$ cat config.mk
export PLATFORM = sky130hd
export DESIGN_NAME = fltr_regs
export DESIGN_NICKNAME = d
export VERILOG_FILES = /design/src/fltr_flag_latch.v /design/src/fltr_regs.v
export VERILOG_INCLUDE_DIRS = /design/src
export SDC_FILE = /design/constraint.sdc
export NUM_CORES = 1
export LEC_CHECK = 0
export BUFFER_PORTS_ARGS = -buffer_cell sky130_fd_sc_hd__buf_2
export CAP_MARGIN = 25
export CORE_MARGIN = 2
export CORE_UTILIZATION = 35
export CTS_BUF_LIST = sky130_fd_sc_hd__clkbuf_4 sky130_fd_sc_hd__clkbuf_8
export CTS_CLUSTER_DIAMETER = 60
export DETAILED_ROUTE_END_ITERATION = 12
export PLACE_DENSITY_LB_ADDON = 0.08
export SLEW_MARGIN = 20
export SYNTH_ARGS = -nofsm -noshare
export SYNTH_HDL_FRONTEND = slang
export SYNTH_SLANG_ARGS = --single-unit
$ cat constraint.sdc
create_clock -name clock -period 2.52 [get_ports clock]
set_input_delay 0.378 -clock clock [delete_from_list [all_inputs] [get_ports clock]]
set_output_delay 0.378 -clock clock [all_outputs]
set_load 0.005 [all_outputs]
$ cat src/fltr_map.vh
// Register map, field positions and reset values for the timing, temperature and flag registers.
// Assumes an 8-bit register port with an 8-bit address, as seen from the serial interface decoder.
`ifndef FLTR_MAP_VH
`define FLTR_MAP_VH

`define FLTR_ADDR_TIMING 8'h08
`define FLTR_ADDR_TEMP 8'h09
`define FLTR_ADDR_FAULT_FLAGS_PRIMARY 8'h0A
`define FLTR_ADDR_FAULT_FLAGS_SECONDARY 8'h0B
`define FLTR_ADDR_ID 8'h0C
`define FLTR_ADDR_LAST 8'h0D

// Timing register: ramp code in bits 6..4, time-out code in bits 3..0.
`define FLTR_TIMING_RESET 8'h1A
`define FLTR_TIMING_MASK 8'h7F
`define FLTR_RAMP_HI 6
`define FLTR_RAMP_LO 4
`define FLTR_TOUT_HI 3
`define FLTR_TOUT_LO 0

// Temperature register: bit 7 reserved.
`define FLTR_TEMP_RESET 8'h08
`define FLTR_TEMP_MASK 8'h7F
`define FLTR_POL_BIT 6
`define FLTR_OPEN_EN_BIT 5
`define FLTR_SHORT_EN_BIT 4
`define FLTR_THR_HI 3
`define FLTR_THR_LO 1
`define FLTR_FUNC_BIT 0

// Flag masks; reserved bits of the second flag register read as zero.
`define FLTR_FAULT_FLAGS_PRIMARY_MASK 8'hFF
`define FLTR_FAULT_FLAGS_SECONDARY_MASK 8'h1F
`define FLTR_LAST_MASK 8'h7F

// Identification: arbitrary neutral values, not tied to any real part.
`define FLTR_DEV_ID 3'h5
`define FLTR_SI_REV 3'h1

`endif

$ cat src/fltr_flag_latch.v
// Eight sticky flag bits that clear when the host reads them.
// Assumes event inputs and the read strobe are synchronous to clock.
`timescale 1ns/1ps
module fltr_flag_latch (
  input wire clock,
  input wire rst,
  input wire [7:0] event_in,
  input wire [7:0] valid_mask,
  input wire read_clear,
  output wire [7:0] flags
);
  reg [7:0] flag_reg;
  wire [7:0] flag_next;

  // A set in the same cycle as the read-clear wins, so no event is lost.
  assign flag_next = ((read_clear ? 8'h00 : flag_reg) | event_in) & valid_mask;

  // Sticky storage of the flags.
  always @(posedge clock or posedge rst) begin
    if (rst) begin
      flag_reg <= 8'h00;
    end else begin
      flag_reg <= flag_next;
    end
  end

  assign flags = flag_reg;
endmodule

$ cat src/fltr_regs.v
// Host register slice: timing and temperature configuration, two flag registers, ID and last flash code.
// Assumes the serial interface decoder presents single-cycle read and write strobes with an address.
`timescale 1ns/1ps
`include "fltr_map.vh"
module fltr_regs (
  input wire clock,
  input wire rst,
  input wire [7:0] reg_addr,
  input wire reg_wr,
  input wire [7:0] reg_wdata,
  input wire reg_rd,
  output reg [7:0] reg_rdata,
  input wire torch_active,
  input wire flash_active,
  input wire infrared_mode_active,
  input wire rf_sync_event,
  input wire output_short_event,
  input wire first_led_output_short_event,
  input wire second_led_output_short_event,
  input wire current_limit_event,
  input wire thermal_shutdown_event,
  input wire undervoltage_lockout_event,
  input wire flash_timeout_event,
  input wire thermistor_short_event,
  input wire thermistor_open_event,
  input wire input_voltage_flash_monitor_trip_event,
  input wire overvoltage_protection_event,
  input wire temperature_trip_event,
  input wire monitor_code_valid,
  input wire [6:0] monitor_code,
  output wire [2:0] torch_ramp_code,
  output wire [3:0] flash_timeout_code,
  output wire torch_active_low,
  output wire torch_pulldown_enable,
  output wire thermistor_open_enable,
  output wire thermistor_short_enable,
  output wire [2:0] temperature_threshold_code,
  output wire pin_is_thermistor
);
  reg [7:0] timing_reg;
  reg [7:0] temp_reg;
  reg [6:0] last_reg;
  wire operating;
  wire wr_timing;
  wire wr_temp;
  wire rd_fault_flags_primary;
  wire rd_fault_flags_secondary;
  wire [7:0] fault_flags_primary;
  wire [7:0] fault_flags_secondary;
  wire [7:0] temp_next;

  // Address match used by the write and read-clear strobes; the read mux decodes with its own case.
  function hit;
    input [7:0] a;
    input [7:0] target;
    begin
      hit = (a == target);
    end
  endfunction

  assign operating = torch_active | flash_active | infrared_mode_active;
  assign wr_timing = reg_wr & hit(reg_addr, `FLTR_ADDR_TIMING);
  assign wr_temp = reg_wr & hit(reg_addr, `FLTR_ADDR_TEMP);
  assign rd_fault_flags_primary = reg_rd & hit(reg_addr, `FLTR_ADDR_FAULT_FLAGS_PRIMARY);
  assign rd_fault_flags_secondary = reg_rd & hit(reg_addr, `FLTR_ADDR_FAULT_FLAGS_SECONDARY);

  // The polarity bit keeps its old value while any mode runs; a glitch on the pin input mid-flash is worse
  // than a lost write, which the host avoids by disabling first.
  assign temp_next = {1'b0, (operating ? temp_reg[`FLTR_POL_BIT] : reg_wdata[`FLTR_POL_BIT]),
                      reg_wdata[`FLTR_OPEN_EN_BIT:0]};

  // Configuration registers.
  always @(posedge clock or posedge rst) begin
    if (rst) begin
      timing_reg <= `FLTR_TIMING_RESET;
      temp_reg <= `FLTR_TEMP_RESET;
    end else begin
      if (wr_timing) begin
        timing_reg <= reg_wdata & `FLTR_TIMING_MASK;
      end
      if (wr_temp) begin
        temp_reg <= temp_next & `FLTR_TEMP_MASK;
      end
    end
  end

  // Last code written by the input voltage flash monitor.
  always @(posedge clock or posedge rst) begin
    if (rst) begin
      last_reg <= 7'h00;
    end else if (monitor_code_valid) begin
      last_reg <= monitor_code;
    end
  end

  // Decoded fields drive the analog side.
  assign torch_ramp_code = timing_reg[`FLTR_RAMP_HI:`FLTR_RAMP_LO];
  assign flash_timeout_code = timing_reg[`FLTR_TOUT_HI:`FLTR_TOUT_LO];
  assign torch_active_low = temp_reg[`FLTR_POL_BIT];
  assign torch_pulldown_enable = ~temp_reg[`FLTR_POL_BIT];
  assign thermistor_open_enable = temp_reg[`FLTR_OPEN_EN_BIT];
  assign thermistor_short_enable = temp_reg[`FLTR_SHORT_EN_BIT];
  assign temperature_threshold_code = temp_reg[`FLTR_THR_HI:`FLTR_THR_LO];
  assign pin_is_thermistor = temp_reg[`FLTR_FUNC_BIT];

  // Primary flags, bit 7 down to bit 0.
  fltr_flag_latch u_fault_flags_primary (
    .clock(clock),
    .rst(rst),
    .event_in({rf_sync_event, output_short_event, first_led_output_short_event, second_led_output_short_event,
               current_limit_event, thermal_shutdown_event, undervoltage_lockout_event,
               flash_timeout_event}),
    .valid_mask(`FLTR_FAULT_FLAGS_PRIMARY_MASK),
    .read_clear(rd_fault_flags_primary),
    .flags(fault_flags_primary)
  );

  // Secondary flags; the thermistor faults only latch when detection is enabled.
  fltr_flag_latch u_fault_flags_secondary (
    .clock(clock),
    .rst(rst),
    .event_in({3'b000, thermistor_short_event & thermistor_short_enable,
               thermistor_open_event & thermistor_open_enable, input_voltage_flash_monitor_trip_event,
               overvoltage_protection_event, temperature_trip_event}),
    .valid_mask(`FLTR_FAULT_FLAGS_SECONDARY_MASK),
    .read_clear(rd_fault_flags_secondary),
    .flags(fault_flags_secondary)
  );

  // Registered read data; unmapped addresses read zero.
  always @(posedge clock or posedge rst) begin
    if (rst) begin
      reg_rdata <= 8'h00;
    end else if (reg_rd) begin
      case (reg_addr)
        `FLTR_ADDR_TIMING: reg_rdata <= timing_reg;
        `FLTR_ADDR_TEMP: reg_rdata <= temp_reg;
        `FLTR_ADDR_FAULT_FLAGS_PRIMARY: reg_rdata <= fault_flags_primary;
        `FLTR_ADDR_FAULT_FLAGS_SECONDARY: reg_rdata <= fault_flags_secondary;
        `FLTR_ADDR_ID: reg_rdata <= {2'b00, `FLTR_DEV_ID, `FLTR_SI_REV};
        `FLTR_ADDR_LAST: reg_rdata <= {1'b0, last_reg};
        default: reg_rdata <= 8'h00;
      endcase
    end
  end
endmodule

* After elaboration in Yosys (flattened, before gate mapping) *
Index checks and enable logic that the tools add are counted.

storage, ports and cells
  output and inout bits = 23
  register bits after elaboration = 42

operators by class
  reductions and logical operators = 1
  bitwise operators = 12
  multiplexer cells = 3
  equal/unequal tests = 6

operators by type and width
  operator                                                         number
  8-bit by 4-bit == test with 1-bit output, second input constant  6
  8-bit one-hot mux with 6 select lines                            1
  8-bit two-way mux                                                1
  8-bit bitwise OR                                                 1
  1-bit bitwise AND                                                6
  5-bit two-way mux                                                1
  5-bit bitwise OR                                                 1
  1-bit inverter                                                   2
  1-bit bitwise OR                                                 2
  2-bit AND reduction                                              1

* Depth between registers and ports, before layout *
  depth in word-level cells = 4
  gate-level depth with buffers = 6

* Cells and area by module *
Synthesis repeated with hierarchy kept, for this count alone.

second synthesis, totals
  cell total of the unflattened synthesis = 181
  area total of the unflattened synthesis = 2153.3 um^2

modules (own cells, without submodules)
  module           cells each  times used  area an instance (um^2)
  fltr_regs        131         1           1525.2
  fltr_flag_latch  25          2           314.1

* Worst setup path after synthesis *
No wires, ideal clock.

  path kind = input port to flip-flop
  from = in reg_addr[0]
  to = reg timing_reg[0]
  data required time = 2.395 ns
  stages = 5
  setup slack = 0.980 ns
  buffers on the path = 2
  arrival time = 1.415 ns
  path through = buf_2 > nor2_1 > and4_1 > buf_4 > mux2_2

between the ends
  word-level cells in the longest chain between the ends = 2

ends and longest elaborated chain
  item                                      RTL line        source
  start: declaration                        fltr_regs.v:8   input wire [7:0] reg_addr,
  8-bit by 4-bit == test with 1-bit output  fltr_regs.v:57  hit = (a == target);
  1-bit bitwise AND                         fltr_regs.v:62  assign wr_timing = reg_wr & hit(reg_addr, `FLTR_ADDR_TIMING);
  end signal: assignment                    fltr_regs.v:75  timing_reg <= `FLTR_TIMING_RESET;
  end signal: assignment                    fltr_regs.v:79  timing_reg <= reg_wdata & `FLTR_TIMING_MASK;
  end: declaration                          fltr_regs.v:40  reg [7:0] timing_reg;

Every way passes these cells.
A chain may end at the register's enable or synchronous reset.

* Worst setup path after layout *
  from = in reg_addr[0]
  to = reg timing_reg[2]

Same word-level chain as after synthesis.

==> results by group <==
Global routing
  • GRT Residual Overflow: 0
  • Pin count of the biggest net entering global routing: 43
  • Tot GR Track Use: 15.3%
  • First-pass GRT wire length: 7150 um
  • Initial antenna violation count: 0
  • Vias in the first global route: 1471

Setup path
  • Largest stage delay, worst path: 480 ps
  • Worst Setup End Kind: register
  • Internal reg-to-reg setup slack: 1290 ps
  • Worst R2R End: reg_rdata[6]
  • Highest-delay cell along the critical path: and4_1
  • Reg2reg start: temp_reg[6]
  • Top delay family on crit path: simple AND/OR/NAND/NOR gates
  • Startpoint Class: input pin
  • Worst path bufs/invs: 1
  • Worst-path cell chain: buf_2, nor2_1, and4_1, mux2_2
  • Register-to-Register Path Depth: 4
  • Stages on worst setup path: 4
  • Arrival @ worst endpoint: 1790 ps
  • Critical path peak fanout: 20
  • CP startpoint: reg_addr[0]
  • CP required: 2690 ps
  • Setup CP Type: input pin to register
  • CP endpoint: timing_reg[2]

Timing
  • Hold Slack: 205 ps
  • Final hold vios: 0
  • Worst-margin pin slew: 532 ps
  • Relative slew slack: 64.6%
  • Tcrit/Tclk final: 64.0%
  • Clock Skews: 7.37 ps
  • Fin crit period: 1610 ps
  • Setup violators final: 0
  • RSZ-0062 raised after global routing: false
  • Slew Limit Fails: 0
  • FMAX: 620 MHz
  • Setup_tns: 0 ps

Logic synthesis
  • Post-synth top cells: 38 x dfrtp_1, 22 x mux2_2, 11 x a21o_1
  • Post-synthesis sequential area ratio: 55.2%
  • Synthesized area: 1910 um2
  • Synth Instances: 152
  • Syn_area_per_cell: 12.6 um2
  • Post-synthesis cell type count: 32
  • Count leader, synth: dfrtp_1
  • Post-synthesis register bit count: 42
  • Post-synth EDFFs: 0
  • Cell taking the most area after synthesis: dfrtp_1
  • Synth area leaders: dfrtp_1 50%, mux2_2 13%, dfstp_2 5.5%
  • Async S/R FF share, synth: 100%
  • Synth top area share: 49.7%
  • Yosys warns: 0
  • Top_reg_cell synth: dfrtp_1
  • Post-Syn Nets: 196

Power
  • Clock Power Share: 33.1%
  • Leakage: 1.15 nW
  • Int Pwr: 1.02 mW
  • Sequential power share: 54.9%
  • Max IR drop VDD: 364 uV
  • Combinational power share: 12.0%
  • PwrDens: 559 nW/um2
  • Sw Share: 23.2%
  • P_sw: 0.309 mW

Floorplanning
  • I/O Pins: 67
  • Core area: 5200 um2
  • Core Rows: 26
  • Initial Util: 36.8%
  • Die width: 78.0 um
  • Die Height: 78.0 um
  • Die area: 6080 um2

Outcome
  • Outcome: complete, no violations

Cells and area
  • P&R area growth vs syn: 24.7%
  • Fin nets: 262
  • ANT cells: 0
  • Final instance area: 2390 um2
  • Share of layout cells above drive strength 1: 47.5%

Clock network
  • H-tree levels: 2
  • CTS Buf Count: 5
  • Worst-Skew Late Latency: 290 ps
  • Root buf cell: clkbuf_8
  • TritonCTS clock tree: done
  • Post-CTS setup buffer count: 0
  • CTS Buffer Depth: 2
  • Post-CTS Resized: 0
  • CTS Hold Bufs: 0
  • Clock slew at reported path FFs: 70 ps
  • Sink Count: 42

Placed design
  • GPL Wtd Cong: 0.729
  • Dpl cell area: 2290 um2
  • # port buffers: 65
  • Final HPWL DP: 3450 um

Drt
  • Via density: 4.99
  • DRT antenna net count: 0
  • Drt pass-1 iters: 5
  • DRC: 0
  • Routed via count: 1442
  • Wirelength per Cell: 15.2 um
  • Drt total wl: 4400 um
  • DRT iter0 DRCs: 41

Min path
  • HP Class: input pin to asynchronous set/reset pin

Flow run
  • Max-cap violations: 0
worst reg2reg max path: stages (launching register included):
cell       delay (ps)
dfrtp_1           410
mux2_2            270
a22o_1            190
a22oi_1           160
o2bb2ai_1          80
cells by family after synthesis:
logic type / after synthesis / synth area share [%]
mux: 30 / 17.4
compound gates: 39 / 15.2
buf+inv: 11 / 3.20
simple gates: 30 / 9.09
flops: 42 / 55.2
routing by layer:
metal  global-route usage (%)  wire length [um]
met2                     25.5              2170
met1                     18.9              1860
met5                        0                 0
met4                     5.26                59
met3                     4.65               313
how the worst min path moves through the flow:
| stage | end | slack, ps |
|---|---|---|
| floorplan | u_fault_flags_primary.flags[1] | 450 |
| global placement | u_fault_flags_secondary.flags[1] | 460 |
| detailed placement | reg_rdata[2] | 470 |
| CTS | temp_reg[2] | 220 |
| global route | temp_reg[2] | 250 |
| finish | temp_reg[2] | 210 |
power groups by stage:
stage                     Sequential [mW]  Combinational (mW)  Clock, mW
after floorplan                     0.740              0.0926          0
after global placement              0.745               0.158          0
after detailed placement            0.746               0.162          0
after CTS                           0.733               0.163      0.465
after global routing                0.736               0.178      0.496
final                               0.732               0.160      0.442
area by class of cell:
class                   instances  area, um2
clock buffers                   7       90.1
clock inverters                 1       5.00
fillers                       528       2820
inverters                       3       11.3
multi-input cells              99        797
flip-flops and latches         42       1060
well taps                      70       87.6
repair buffers                 67        340
cell usage in the layout (no fill, tap or decap), types with 2 or more instances in the layout:
| cell | count |
|---|---|
| nand2_1 | 8 |
| and2_1 | 2 |
| and4_1 | 2 |
| mux2i_1 | 7 |
| nand3b_1 | 2 |
| a21o_1 | 11 |
| buf_4 | 2 |
| inv_1 | 3 |
| a22oi_1 | 3 |
| dfstp_2 | 4 |
| o21ai_0 | 3 |
| nor2b_1 | 3 |
| dfrtp_1 | 38 |
| mux2_2 | 22 |
| clkbuf_8 | 6 |
| nor2_1 | 6 |
| o2bb2ai_1 | 7 |
| a22o_1 | 6 |
| a21oi_1 | 5 |
| buf_2 | 65 |
| a211oi_1 | 2 |
per-stage QoR:
stage | setup WS (ps) | total power [mW] | instances | util, %
2_1_floorplan | 980 | 0.833 | 152 | -
3_3_place_gp | 636 | 0.902 | 281 | 44.0
3_5_place_dp | 613 | 0.908 | 281 | 44.0
4_1_cts | 930 | 1.36 | 289 | 45.9
5_1_grt | 844 | 1.41 | 289 | 45.9
6_report | 907 | 1.33 | 289 | 45.9
Note: power is estimated with default switching activity, not from simulation.
